[src/include/nvm_cfg.svh]
// constants for the nonvolatile data store register front end
// assumes the core presents a data-memory access port with a bank bit
`ifndef NVM_CFG_SVH
`define NVM_CFG_SVH
`define NVM_DEPTH        64
`define NVM_ADDR_W       6
`define NVM_LOC_ADDR_OFS 8'h40
`define NVM_DATA_OFS     8'h41
`define NVM_CTRL_OFS     8'h40
`define NVM_CTRL_BANK    1'b1
`define NVM_BIT_WPERM    3
`define NVM_BIT_WTRIG    2
`define NVM_BIT_RPERM    1
`define NVM_BIT_RTRIG    0
`define NVM_RST_BYTE     8'h00
`define NVM_PROG_TIME_US 2000
`define NVM_CLK_MHZ      100
`define NVM_READ_CYCLES  2
`endif

[src/include/nvm_pkg.sv]
// types for the nonvolatile data store register front end
// assumes nvm_cfg.svh supplies the numbers
package nvm_pkg;
    typedef struct packed {
        logic       wr;
        logic       rd;
        logic       indirect;
        logic       bank;
        logic [7:0] addr;
        logic [7:0] wdata;
    } mem_req_s;
    typedef enum logic [2:0] {
        ST_IDLE = 3'b001,
        ST_READ = 3'b010,
        ST_PROG = 3'b100
    } nvm_state_e;
endpackage

[src/core/nvm_access_regs.sv]
// register front end and storage array of the nonvolatile data store
// assumes a core access port, synchronous inputs, one request per cycle
`timescale 1ns/100ps
`include "nvm_cfg.svh"
module nvm_access_regs #(
    parameter int DEPTH       = `NVM_DEPTH,
    parameter int AW          = `NVM_ADDR_W,
    parameter int PROG_CYCLES = `NVM_PROG_TIME_US * `NVM_CLK_MHZ,
    parameter int READ_CYCLES = `NVM_READ_CYCLES
) (
    input  wire logic             clk,
    input  wire logic             nrst,
    input  wire nvm_pkg::mem_req_s req,
    output logic [7:0]            rdata,
    output logic                  hit,
    input  wire logic             write_done_clear,
    output logic                  nvm_write_done_flag,
    output logic                  multi_function_request
);
    // ------------------------------------------------------------
    // decode
    // ------------------------------------------------------------
    logic                 sel_addr;
    logic                 sel_data;
    logic                 sel_ctrl;
    logic [AW-1:0]        loc_r;
    logic [7:0]           data_r;
    logic [3:0]           ctrl_r;
    logic [7:0]           store_r [DEPTH];
    logic [31:0]          cnt_r;
    logic                 done;
    nvm_pkg::nvm_state_e  state_r;

    // address/data window in bank 0 and direct in bank 1 (not indirect bank 1); control only indirect in bank 1
    assign sel_addr = (req.addr == `NVM_LOC_ADDR_OFS) && !(req.indirect && req.bank);
    assign sel_data = (req.addr == `NVM_DATA_OFS) && !(req.indirect && req.bank);
    assign sel_ctrl = req.indirect && (req.bank == `NVM_CTRL_BANK)
                      && (req.addr == `NVM_CTRL_OFS);
    assign hit = sel_addr || sel_data || sel_ctrl;
    assign done = (state_r != nvm_pkg::ST_IDLE) && (cnt_r == 32'h0);

    // ------------------------------------------------------------
    // read data
    // ------------------------------------------------------------
    always_ff @(posedge clk) begin
        if (!nrst) begin
            rdata <= `NVM_RST_BYTE;
        end else if (req.rd && sel_addr) begin
            rdata <= {{(8-AW){1'b0}}, loc_r};
        end else if (req.rd && sel_data) begin
            rdata <= data_r;
        end else if (req.rd && sel_ctrl) begin
            rdata <= {4'h0, ctrl_r};
        end else begin
            rdata <= `NVM_RST_BYTE;
        end
    end

    // ------------------------------------------------------------
    // address register
    // ------------------------------------------------------------
    always_ff @(posedge clk) begin
        if (!nrst) begin
            loc_r <= '0;
        end else if (req.wr && sel_addr) begin
            loc_r <= req.wdata[AW-1:0];
        end
    end

    // ------------------------------------------------------------
    // data register
    // ------------------------------------------------------------
    always_ff @(posedge clk) begin
        if (!nrst) begin
            data_r <= `NVM_RST_BYTE;
        end else if (state_r == nvm_pkg::ST_READ && done) begin
            data_r <= store_r[loc_r];
        end else if (req.wr && sel_data) begin
            data_r <= req.wdata;
        end
    end

    // ------------------------------------------------------------
    // control register and sequencer
    // ------------------------------------------------------------
    always_ff @(posedge clk) begin
        if (!nrst) begin
            ctrl_r  <= 4'h0;
            state_r <= nvm_pkg::ST_IDLE;
            cnt_r   <= 32'h0;
        end else begin
            unique case (state_r)
                nvm_pkg::ST_IDLE: begin
                    if (req.wr && sel_ctrl) begin
                        ctrl_r[`NVM_BIT_WPERM] <= req.wdata[`NVM_BIT_WPERM];
                        ctrl_r[`NVM_BIT_RPERM] <= req.wdata[`NVM_BIT_RPERM];
                        // triggers take only with permit already set
                        if (req.wdata[`NVM_BIT_WTRIG] && ctrl_r[`NVM_BIT_WPERM]) begin
                            ctrl_r[`NVM_BIT_WTRIG] <= 1'b1;
                            state_r                <= nvm_pkg::ST_PROG;
                            cnt_r                  <= PROG_CYCLES - 1;
                        end else if (req.wdata[`NVM_BIT_RTRIG]
                                     && ctrl_r[`NVM_BIT_RPERM]) begin
                            ctrl_r[`NVM_BIT_RTRIG] <= 1'b1;
                            state_r                <= nvm_pkg::ST_READ;
                            cnt_r                  <= READ_CYCLES - 1;
                        end
                    end
                end
                nvm_pkg::ST_PROG, nvm_pkg::ST_READ: begin
                    if (req.wr && sel_ctrl) begin
                        ctrl_r[`NVM_BIT_WPERM] <= req.wdata[`NVM_BIT_WPERM];
                        ctrl_r[`NVM_BIT_RPERM] <= req.wdata[`NVM_BIT_RPERM];
                    end
                    if (done) begin
                        ctrl_r[`NVM_BIT_WTRIG] <= 1'b0;
                        ctrl_r[`NVM_BIT_RTRIG] <= 1'b0;
                        state_r                <= nvm_pkg::ST_IDLE;
                    end else begin
                        cnt_r <= cnt_r - 32'h1;
                    end
                end
                default: state_r <= nvm_pkg::ST_IDLE;
            endcase
        end
    end

    // ------------------------------------------------------------
    // storage array, programmed at cycle end
    // ------------------------------------------------------------
    always_ff @(posedge clk) begin
        if (state_r == nvm_pkg::ST_PROG && done) begin
            store_r[loc_r] <= data_r;
        end
    end

    // ------------------------------------------------------------
    // completion flags, set beats clear
    // ------------------------------------------------------------
    always_ff @(posedge clk) begin
        if (!nrst) begin
            nvm_write_done_flag    <= 1'b0;
            multi_function_request <= 1'b0;
        end else if (state_r == nvm_pkg::ST_PROG && done) begin
            nvm_write_done_flag    <= 1'b1;
            multi_function_request <= 1'b1;
        end else if (write_done_clear) begin
            nvm_write_done_flag    <= 1'b0;
            multi_function_request <= 1'b0;
        end
    end

    // ------------------------------------------------------------
    // programming age, helper for the duration check
    // ------------------------------------------------------------
    logic [31:0]          prog_age_r;

    always_ff @(posedge clk) begin
        if (!nrst) begin
            prog_age_r <= 32'h0;
        end else if (ctrl_r[`NVM_BIT_WTRIG]) begin
            prog_age_r <= prog_age_r + 32'h1;
        end else begin
            prog_age_r <= 32'h0;
        end
    end
endmodule // nvm_access_regs

[config.mk]
export PLATFORM = sky130hd
export DESIGN_NAME = nvm_access_regs
export DESIGN_NICKNAME = d
export VERILOG_FILES = /design/src/include/nvm_pkg.sv /design/src/core/nvm_access_regs.sv
export VERILOG_INCLUDE_DIRS = /design/src /design/src/include
export SDC_FILE = /design/constraint.sdc
export NUM_CORES = 1
export LEC_CHECK = 0
export BUFFER_PORTS_ARGS = -buffer_cell sky130_fd_sc_hd__buf_2
export CAP_MARGIN = 20
export CORE_UTILIZATION = 25
export DETAILED_ROUTE_END_ITERATION = 8
export GPL_ROUTABILITY_DRIVEN = 0
export GPL_TIMING_DRIVEN = 0
export SYNTH_ARGS = -nofsm -noshare
export SYNTH_HDL_FRONTEND = slang
export SYNTH_SLANG_ARGS = --single-unit
[constraint.sdc]
create_clock -name clk -period 3 [get_ports clk]
set_input_delay 0.45 -clock clk [delete_from_list [all_inputs] [get_ports clk]]
set_output_delay 0.45 -clock clk [all_outputs]
set_load 0.02 [all_outputs]
# ---- Yosys cells after proc, flatten, opt, wreduce, memory -nomap -nowiden
# Memories as Yosys holds them, arrays and structs flattened. A register that Yosys moved wholly into a read port is not among the register bits.
# Cells that the tools add are included.
# W data, S select, Z words.
dict set report totals {
  register_bits 62
  elab_cells 85
  ramBits 512
  input_bits 23
  n_memories 1
  output_inout_bits 11
}
dict set report classes {
  n_bitwise 1
  eq_ne 14
  addsub 1
  n_reduce_logical 29
  muxes 29
}
# memory words width rd rd_clocked_by_memory_dff write_ports line_no
set memory_table {}
lappend memory_table {store_r 64 8 1 1 1 nvm_access_regs.sv:29} ;# logic [7:0] store_r [DEPTH];
# cell count
set ops {}
lappend ops {{$mux W32} 4}
lappend ops {{$pmux W32 S2} 1}
lappend ops {{$logic_not A32 Y1} 1}
lappend ops {{$sub A32 B1 Y32 const B} 1}
lappend ops {{$mux W8} 3}
lappend ops {{$mux W6} 3}
lappend ops {{$eq A8 B7 Y1 const B} 2}
lappend ops {{$logic_and A1 B1 Y1} 15}
lappend ops {{$ne A2 B2 Y1 const B} 7}
lappend ops {{$mux W3} 4}
lappend ops {{$mux W1} 10}
lappend ops {{$mux W4} 2}
lappend ops {{$pmux W4 S2} 1}
lappend ops {{$reduce_and A4 Y1} 2}
lappend ops {{$pmux W3 S2} 1}
lappend ops {{$reduce_and A3 Y1} 2}
lappend ops {{$reduce_bool A2 Y1} 3}
lappend ops {{$reduce_and A5 Y1} 1}
lappend ops {{$reduce_or A2 Y1} 2}
lappend ops {{$eq A3 B1 Y1 const B} 1}
lappend ops {{$eq A3 B2 Y1 const B} 1}
lappend ops {{$eq A3 B3 Y1 const B} 1}
lappend ops {{$ne A3 B1 Y1 const B} 1}
lappend ops {{$ne A3 B3 Y1 const B} 1}
lappend ops {{3 further kinds} 4}

# ---- Logic depth before layout (Yosys ltp)
# Gate-level depths: netlist of run 1.
dict set report depth {
  ltp_word 6
  mapped_depth 9
}

# ---- Worst setup path before layout of run 1
# No wires, ideal clock.
dict set report synth_path {
  kind {flip-flop to flip-flop}
  startpoint {register cnt_r[24]}
  endpoint {memory store_r[63][0], enable pin}
  synth_period_minus_slack_ns 3.194
  path_stages_with_launch 7
  t_arrival_ns 2.823
  required_ns 2.630
  path_buffers 0
  slack_ns -0.194
  path_cell_list {dfxtp_1 or4_4 or4_4 or2_2 nor4_1 nand3_1 nor2_1}
}
dict set report synth_between {
  elab_chain_cells 5
}
# element line_no
set synth_lines {}
lappend synth_lines {{from (decl)} nvm_access_regs.sv:30} ;# logic [31:0] cnt_r;
lappend synth_lines {{from (signal assigned)} nvm_access_regs.sv:101} ;# cnt_r <= PROG_CYCLES - 1;
lappend synth_lines {{from (signal assigned)} nvm_access_regs.sv:106} ;# cnt_r <= READ_CYCLES - 1;
lappend synth_lines {{from (signal assigned)} nvm_access_regs.sv:120} ;# cnt_r <= cnt_r - 32'h1;
lappend synth_lines {{$logic_not A32 Y1} nvm_access_regs.sv:40} ;# assign done = (state_r != nvm_pkg::ST_IDLE) && (cnt_r == 32'h0);
lappend synth_lines {{$logic_and A1 B1 Y1} nvm_access_regs.sv:40}
lappend synth_lines {{$logic_and A1 B1 Y1} nvm_access_regs.sv:132} ;# if (state_r == nvm_pkg::ST_PROG && done) begin
lappend synth_lines {{$mux W1} nvm_access_regs.sv:132}
lappend synth_lines {{$mux W1 (implied by the code)} nvm_access_regs.sv:133} ;# store_r[loc_r] <= data_r;
lappend synth_lines {{to (decl)} nvm_access_regs.sv:29}
# Every way passes these cells.

# ---- Worst setup path in the final report of run 1
dict set report layout_path {
  startpoint {register cnt_r[27]}
  endpoint {memory store_r[15][1], enable pin}
}
# Same word-level chain as after synthesis.

==> out/metrics.cfg, run 1 <==
[global_routing]
grt_max_degree = 50
grt_pass1_wl_mm = 84.7
antenna_found_initial = 0
globalRouteOverflowTotal = 0
grtUsageTotal_pct = 12.0
grt_pass1_vias = 13300

[sta]
worstMarginPinSlew_ns = 1.08
slew_headroom_pct = 27.5
fin_ws_ns = 0.0106
period_needed_ns = 2.99
grt_setup_unrepaired = true
finalCritPeriodShare_pct = 99.6
clock_skew_ns = 0.0132
fin_hold_ws_ns = 0.133
fmax_mhz = 335
hold_viol = 0
finalSetupViolCount = 0
maxSlewViolCount = 0

[clock_tree]
cts_tree = built
cts.sinks = 580
numCtsBuffers = 58
cts.path.max_buffers = 3
clk_latency_ns = 0.62
cts_hold_buffers = 0
root_buffer = clkbuf_16
htreeDepth = 2
path_clk_slew_ns = 0.06

[hold_path]
hold_depth = 3
hp-class = input pin to flip-flop
min_from = req[4]
min_to = data_r[4]

[floorplan]
initial_core_util_pct = 25.4
fp.coreArea_mm2 = 0.0904
row_count = 110
io_pins = 34
dieHeight_um = 305
die_x_um = 305
fp.dieArea_mm2 = 0.0929

[finish]
final_layout_size_suffix_gt1_share_pct = 28.6
finalNetCount = 1555
n_antenna_cell = 0
instances_no_fill = 2756
area_growth_pct = 24.5

[pwr]
clkPwrFrac_pct = 45.7
seqPwrFrac_pct = 53.9
p_per_area_mw_per_mm2 = 562
p_sw_mw = 3.06
p_leak_nw = 8.08
combinationalPowerShare_pct = 0.4
ir_drop_v = 0.000460
sw_frac_of_total_pct = 19.1
internal-power_mw = 13.0

[yosys]
synth_seq_cells = 580
synth_cell_type_count = 56
avgSynthCellArea_um2 = 16.8
synth_area_leaders = edfxtp_1, mux4_2, dfxtp_1
synth-edff-count = 512
yosysMostFrequentCell = edfxtp_1
ys_seq_area_share_pct = 73.0
synth_flop_cell = edfxtp_1
synthArstFlopShare_pct = 0
synth.largest_area_cell = edfxtp_1
synth_nets = 1387
synth_area_mm2 = 0.0229
synth_commonest_cells = edfxtp_1, nor2_1, mux4_2, mux2i_1, dfxtp_1
syn_inst = 1363
yosys_warnings = 0
synth.top_cell.area_share_pct = 67.1

[drt]
antenna_left = 0
wl_per_cell_um = 20.4
vias = 13200
first_pass_iters = 6
routed_wl_mm = 56.3
dr.first_iter.drc_count = 1430
route.detailed.drc = 0
via_per_inst = 4.78

[place]
dpl.cell_count = 2581
io_buffers = 33
dp_slack_ns = -1.37
hpwl_mm = 36.2

[worst_setup_path]
critical_path_arrival_ns = 3.27
rr_startpoint = cnt_r[27]
reg2reg_to = store_r[15][1]
rrSetupSlack_ns = 0.01
required_ns = 3.28
path_class = flip-flop to flip-flop
cp-end-kind = flip-flop
critPathMaxFanout = 8
start_kind = flip-flop
r2r_cells = 8

[flow_run]
drv_cap = 0

[outcome]
status = finished, final reports clean

[power groups by stage]
stage / combinational, mW / clock (mW) / sequential, mW
after floorplan: 0.0260 / 0 / 8.82
after global placement: 0.0584 / 0 / 8.83
after detailed placement: 0.0609 / 0 / 8.82
after CTS: 0.0614 / 7.45 / 8.65
after global routing: 0.0668 / 7.76 / 8.65
final: 0.0625 / 7.33 / 8.65
[per-stage QoR]
stage	TNS (ns)	total power, mW	utilization [%]	area [um^2]
floorplan	-79.47	8.85	-	23000
global placement	-515.58	8.88	27.2	24600
detailed placement	-563.84	8.89	27.4	24800
CTS	0	16.2	31.4	28400
global route	-1.82	16.5	31.6	28500
finish	0	16.0	31.6	28500
[placed cells by master, fill, tap and decap left out, types with 5 or more instances in the layout]
cell       Yosys  routed
a22oi_1       53      53
nor3_1        31      28
nand2_8        0       6
buf_6          2       7
clkinv_1       1      18
nand2_1       63      56
clkbuf_2       0       7
o31ai_1       13      13
buf_2          7      47
dfxtp_2        0       8
o21ai_0       20      20
nor4_1        10       6
mux4_2        85      85
a2111oi_0      7       6
dfxtp_1       68      59
nor2b_1        7       7
edfxtp_1     512     512
or3_1         21      20
inv_1          7       7
mux2i_1       70      70
buf_4          2      21
and2_1         5       5
clkinv_2       0      11
nand3_1       28      26
nor2_4         0      64
a31oi_1       12      12
clkbuf_1      30      29
buf_12         0      55
o22ai_1       22      22
nand3b_1       5       5
a21oi_1       42      42
clkbuf_16      0      59
or4_1          6       6
mux2_2        34      34
bufinv_16      0       8
nor2_1       118      53
buf_1         23       8
[flip-flops by register name, indices dropped and copies added, names as in the netlist, named ones only]
signal,cells
ctrl_r,4
cnt_r,32
state_r,3
store_r,512
rdata,8
loc_r,6
data_r,8
multi_function_request,1
[worst max-delay path by stage]
| stage | start | endpoint | slack [ns] | depth (start not counted) |
|---|---|---|---|---|
| after global routing | cnt_r[25] | store_r[15][1] | -0.06 | 8 |
| after detailed placement | cnt_r[24] | store_r[31][3] | -1.37 | 6 |
| after floorplan | cnt_r[24] | store_r[63][0] | -0.19 | 6 |
| after global placement | cnt_r[24] | store_r[39][3] | -1.22 | 6 |
| final | cnt_r[27] | store_r[15][1] | 0.01 | 8 |
| after CTS | flip-flop | data_r[3] | 0.002 | 9 |
[worst max-delay path, stage by stage, from the launching register on]
cell and delay, ns:
dfxtp_1 0.32, or4_4 0.54, or4_4 0.44, or2_4 0.27
nor4_4 0.28, buf_6 0.22, nand3_4 0.10, buf_12 0.19
nor2_4 0.27
[area by class of cell]
| type | instances | area [um^2] |
|---|---|---|
| fillers | 8592 | 61900 |
| repair buffers | 108 | 1430 |
| clock buffers | 68 | 1530 |
| plain buffers | 64 | 334 |
| multi-input cells | 711 | 6580 |
| clock inverters | 41 | 414 |
| flip-flops and latches | 580 | 16700 |
| well taps | 1176 | 1470 |
| inverters | 8 | 30.0 |
[cells by family after synthesis]
| group | after synthesis | synth area share [%] |
|---|---|---|
| DFF | 580 | 73.0 |
| and+or+nand+nor | 316 | 6.51 |
| AOI/OAI and AO/OA | 201 | 5.88 |
| muxes | 189 | 13.1 |
| buffers and inverters | 72 | 1.32 |
| xor gates and xnor gates | 4 | 0.153 |
| adders and majority gates | 1 | 0.0546 |
[per-layer routing]
metal / vias to the layer above / wire (um) / track usage, %
met2: 540 / 27200 / 19.7
met1: 6723 / 23800 / 15.9
met3: 84 / 4040 / 2.47
met4: 0 / 1330 / 3.64
met5: - / 0 / 0
li1: 5822 / - / -
[what timing repair did]
action | 4_1_cts | 5_1_grt
buffers inserted | 61 | 5
setup endpoints to repair | 520 | 540
resized for setup | 184 | 26
pin swaps | 65 | 11
Note: power is estimated with default switching activity, not from simulation.
==> run 2: changes to the inputs <==
--- a/config.mk
+++ b/config.mk
@@ -8,7 +8,7 @@
 export LEC_CHECK = 0
 export BUFFER_PORTS_ARGS = -buffer_cell sky130_fd_sc_hd__buf_2
 export CAP_MARGIN = 20
-export CORE_UTILIZATION = 25
+export CORE_UTILIZATION = 40
 export DETAILED_ROUTE_END_ITERATION = 8
 export GPL_ROUTABILITY_DRIVEN = 0
 export GPL_TIMING_DRIVEN = 0
==> run 2 against run 1 <==
Worst setup slack lost 0.052 ns. Highest routed layer unchanged. Sequential power is essentially flat. Flip-flop and latch count is the same. Routed wire length grew 2.2%. Critical path type unchanged. Cell count shrank 16%. Non-clock buffer count shrank 8. Sequential share of layout area grew 2.1 points. Fmax shrank 1.7%. The run now ends with setup timing left. Largest power group unchanged. Die area shrank 37%.
==> out/metrics.cfg, run 2 (synthesis gave the netlist of run 1 again) <==
[outcome]
status = finished, violations left
violations = setup timing

[worst_setup_path]
required_ns = 3.48
critical_path_arrival_ns = 3.52
cpPeakStageDelay_ns = 0.48
crit_path_frequent_cell = buf_2
path_cells = buf_2, buf_2, buf_2, mux4_2, a22oi_1, a31oi_1, nor3_1, o31ai_1
cp_top_family = buffers and inverters
rrSetupSlack_ns = -0.04
start_kind = flip-flop
path_class = flip-flop to flip-flop
critical_path_depth = 8
slowest_stage = nor3_1
worst-path-buf-inv = 3
cp-endpoint = data_r[3]
r2r_cells = 8
reg2reg_to = data_r[3]
cp-end-kind = flip-flop
critPathMaxFanout = 10

[finish]
final_common_cell = edfxtp_1
area_growth_pct = 20.2
post-route-util_pct = 48.8
final_layout_size_suffix_gt1_share_pct = 28.2
largest_reg_flops = 512
fillers = 4688
regMostFlops = store_r
finalNetCount = 1545
mostFrequentLayoutCells = edfxtp_1, mux4_2, mux2i_1
reg_top3 = store_r: 512 flops, cnt_r: 32 flops

[pwr]
p_per_area_mw_per_mm2 = 549
finalPower_mw = 15.1
ir_drop_v = 0.000459
p_leak_nw = 7.91

[sta]
grt_setup_unrepaired = true
setup_tns_ns = -0.0412
period_needed_ns = 3.04
finalCritPeriodShare_pct = 101
fin_ws_ns = -0.0412
worstMarginPinSlew_ns = 1.08
maxSlewViolCount = 0
fmax_mhz = 329
clock_skew_ns = 0.0228
slew_headroom_pct = 27.9
fin_hold_ws_ns = 0.147
finalSetupViolCount = 1
hold_viol = 0

[clock_tree]
cts_hold_buffers = 0
cts.path.max_buffers = 3
cts.sinks = 580
htreeDepth = 2
numCtsBuffers = 56
cts_tree = built
root_buffer = clkbuf_16
clk_latency_ns = 0.62
path_clk_slew_ns = 0.07

[hold_path]
hp-class = input pin to flip-flop

[global_routing]
grt_max_degree = 47
grt_pass1_wl_mm = 85.5
grt_pass1_vias = 13200
globalRouteOverflowTotal = 0
grtUsageTotal_pct = 20.2
antenna_found_initial = 0

[drt]
route.detailed.drc = 0
vias = 13300
first_pass_iters = 6
dr.first_iter.drc_count = 1412
antenna_left = 0
routed_wl_mm = 57.6
via_per_inst = 5.72
wl_per_cell_um = 24.8

[floorplan]
fp.dieArea_mm2 = 0.0583
fp.coreArea_mm2 = 0.0565
dieHeight_um = 241
initial_core_util_pct = 40.6
die_x_um = 241
io_pins = 34
row_count = 87

[place]
hpwl_mm = 37.0
io_buffers = 33
dp_slack_ns = -1.43

[flow_run]
drv_cap = 0

==> run 2: layout make-up <==
cell class | instances | area [um^2] | share of cell area (%)
Sequential cell | 580 | 16700 | 60.8
Multi-Input combinational cell | 711 | 6630 | 24.1
Clock buffer | 75 | 1490 | 5.42
Timing Repair Buffer | 100 | 1230 | 4.47
Tap cell | 756 | 946 | 3.43
Buffer | 64 | 330 | 1.20
Clock inverter | 28 | 139 | 0.504
Inverter | 8 | 30.0 | 0.109
Antenna cell | 1 | 2.50 | 0.00908
==> run 2: how the worst min path moves through the flow <==
stage | to | start | slack, ns | depth (start not counted)
finish | multi_function_request | write_done_clear | 0.15 | 4
global placement | cnt_r[8] | cnt_r[8] | 0.46 | 2
CTS | ctrl_r[1] | req[1] | 0.12 | 3
detailed placement | cnt_r[5] | cnt_r[5] | 0.47 | 2
floorplan | cnt_r[8] | cnt_r[8] | 0.44 | 2
global route | data_r[5] | req[5] | 0.14 | 3
==> run 2: metal layers <==
metal  global-route usage [%]  part of all wire, %  vias up
met5                        0                    0        -
met4                     7.10                  3.3        0
met3                     3.87                  7.1      102
met2                     31.6                   47      512
met1                     28.2                   42     6853
li1                         -                    -     5822
==> run 2: repair_timing <==
item,in CTS,in global routing
resized for setup,202,33
buffers inserted,50,7
pin swaps,43,16
hold endpoints to repair,0,0
setup endpoints to repair,520,525
==> run 2: per-stage QoR <==
stage | area [um^2] | instances
4_1_cts | 27300 | 2314
3_5_place_dp | 24200 | 2161
3_3_place_gp | 24100 | 2152
2_1_floorplan | 23000 | 1363
6_report | 27500 | 2323
5_1_grt | 27500 | 2322
==> run 2: tightest hold or removal path: stages <==
cell	delay, ns
buf_2	0.10
inv_1	0.04
a21oi_1	0.06
nor2_1	0.07
==> run 2: where the power goes <==
| group | leakage (nW) | switching (mW) | internal, mW |
|---|---|---|---|
| registers | 4.69 | 0.00132 | 8.65 |
| logic | 2.41 | 0.0451 | 0.0193 |
| clock network | 0.807 | 2.94 | 3.48 |
| total | 7.91 | 2.99 | 12.1 |
==> run 3: changes to the inputs <==
--- a/config.mk
+++ b/config.mk
@@ -12,6 +12,7 @@
 export DETAILED_ROUTE_END_ITERATION = 8
 export GPL_ROUTABILITY_DRIVEN = 0
 export GPL_TIMING_DRIVEN = 0
+export RECOVER_POWER = 25
 export SYNTH_ARGS = -nofsm -noshare
 export SYNTH_HDL_FRONTEND = slang
 export SYNTH_SLANG_ARGS = --single-unit
==> run 3 against run 2 <==
The flow still finishes with violations (setup timing). Sequential share of layout area up 0.091 points. First-iteration DRC count fell by 3.3%. Clock skew is essentially flat. Global-route usage unchanged. Clock power about the same. Critical path depth is the same. Largest cell class unchanged. Flip-flop and latch count did not move. Clock-buffer cell count did not move. Highest routed layer unchanged.
==> out/metrics.cfg, run 3 (synthesis gave the netlist of run 1 again) <==
[floorplan]
initial_core_util_pct = 40.6
io_pins = 34
dieHeight_um = 241
fp.dieArea_mm2 = 0.0583
row_count = 87
die_x_um = 241
fp.coreArea_mm2 = 0.0565

[clock_tree]
cts_tree = built
numCtsBuffers = 56
cts.sinks = 580
cts.path.max_buffers = 3
root_buffer = clkbuf_16
clk_latency_ns = 0.62
htreeDepth = 2
path_clk_slew_ns = 0.07

[global_routing]
antenna_found_initial = 0
grt_max_degree = 47
grtUsageTotal_pct = 20.2
globalRouteOverflowTotal = 0
grt_pass1_wl_mm = 85.5
grt_pass1_vias = 13200

[drt]
route.detailed.drc = 0
antenna_left = 0
vias = 13200
via_per_inst = 5.70
routed_wl_mm = 57.6
dr.first_iter.drc_count = 1365
wl_per_cell_um = 24.8
first_pass_iters = 7

[finish]
multi_input_area_mm2 = 0.00663
post-route-util_pct = 48.7
instances_no_fill = 2322
final_area_mm2 = 0.0275
final_layout_size_suffix_gt1_share_pct = 27.7
n_antenna_cell = 0
largest_reg_flops = 512
area_growth_pct = 19.9
mostFrequentLayoutCells = edfxtp_1, mux4_2, mux2i_1
reg_top3 = store_r: 512 flops, cnt_r: 32 flops
fillers = 4697
finalNetCount = 1545
regMostFlops = store_r
final_common_cell = edfxtp_1
seqCellArea_mm2 = 0.0167

[place]
dpl.cell_count = 2161
hpwl_mm = 37.0
io_buffers = 33
dpl_cell_area_mm2 = 0.0242

[sta]
finalSetupViolCount = 1
hold_viol = 0
grt_setup_unrepaired = true
fin_ws_ns = -0.0315
finalCritPeriodShare_pct = 101
period_needed_ns = 3.03
slew_headroom_pct = 3.15
worstMarginPinSlew_ns = 1.45
maxSlewViolCount = 0
fin_hold_ws_ns = 0.145
fmax_mhz = 330
clock_skew_ns = 0.0227

[outcome]
violations = setup timing
status = finished, violations left

[worst_setup_path]
critical_path_depth = 8
slowest_stage = nor3_1
critical_path_arrival_ns = 3.51
required_ns = 3.48
critPathMaxFanout = 10
path_class = flip-flop to flip-flop
cpPeakStageDelay_ns = 0.49
cp-end-kind = flip-flop
path_cells = buf_2, buf_2, buf_2, mux4_2, a22oi_1, a31oi_1, nor3_1, o31ai_1
worst-path-buf-inv = 3
cp_top_family = buffers and inverters
crit_path_frequent_cell = buf_2
r2r_cells = 8
start_kind = flip-flop

[pwr]
internal-power_mw = 12.1
ir_drop_v = 0.000461
combinationalPowerShare_pct = 0.4
finalPower_mw = 15.1
clkPwrFrac_pct = 42.4
sw_frac_of_total_pct = 19.7
p_sw_mw = 2.98
seqPwrFrac_pct = 57.2
p_leak_nw = 7.90
p_per_area_mw_per_mm2 = 550

[flow_run]
drv_cap = 0

[hold_path]
hp-class = input pin to flip-flop
hold_depth = 4

-- run 3: cell count changes in the layout (fill, tap and decap cells not counted) --
cell	before	now
dfxtp_1	59	67
buf_12	43	40
dfxtp_2	9	1
diode_2	1	0
clkbuf_2	6	9
-- run 3: metrics by stage --
step | TNS (ns) | setup slack, ns
finish | -0.0315 | -0.0315
global route | -1.42 | -0.0341
CTS | 0 | 0.00645
detailed placement | -570.00 | -1.43
global placement | -517.67 | -1.21
floorplan | -79.47 | -0.194
-- run 3: area by class of cell --
class | instances | area share (%)
timing repair buffer | 100 | 4.31
inverter | 8 | 0.109
tap | 756 | 3.44
clock buffer | 75 | 5.43
sequential | 580 | 60.9
clock inverter | 28 | 0.505
multi-input combinational | 711 | 24.1
buffer | 64 | 1.20
-- run 3: worst paths after layout --
check | slack [ns] | end | start
worst min register to register | 0.48 | cnt_r[10] | cnt_r[10]
worst min-delay path | 0.14 | multi_function_request | write_done_clear
worst max register to register | -0.03 | data_r[3] | flip-flop
worst max-delay path | -0.03 | data_r[3] | flip-flop
-- run 3: power by group through the flow --
stage | Sequential [mW] | Combinational [mW] | Clock (mW)
after floorplan | 8.82 | 0.0260 | 0
after global placement | 8.83 | 0.0602 | 0
after detailed placement | 8.82 | 0.0625 | 0
after CTS | 8.65 | 0.0632 | 6.53
after global routing | 8.65 | 0.0684 | 6.83
final | 8.65 | 0.0640 | 6.41
-- run 3: repair_timing --
action                                  in CTS  in global routing
setup buffers                               50                  7
hold buffers                                 0                  0
pin swaps                                   43                 16
hold endpoints to repair                     0                  0
resized for setup                          202                 33
endpoints found under the setup margin     520                525
cloned                                       0                  0
-- run 3: routing by layer --
metal  part of all wire (%)  up-vias  track usage (%)
met2                     47      467             31.6
met3                    6.7       94             3.87
li1                       -     5813                -
met5                      0        -                0
met1                     43     6862             28.2
met4                    3.1        0             7.10
-- run 3: worst min-delay path, cell delays in order --
cell and delay, ns:
buf_2 0.10, inv_1 0.04, a21oi_1 0.06, nor2_1 0.07
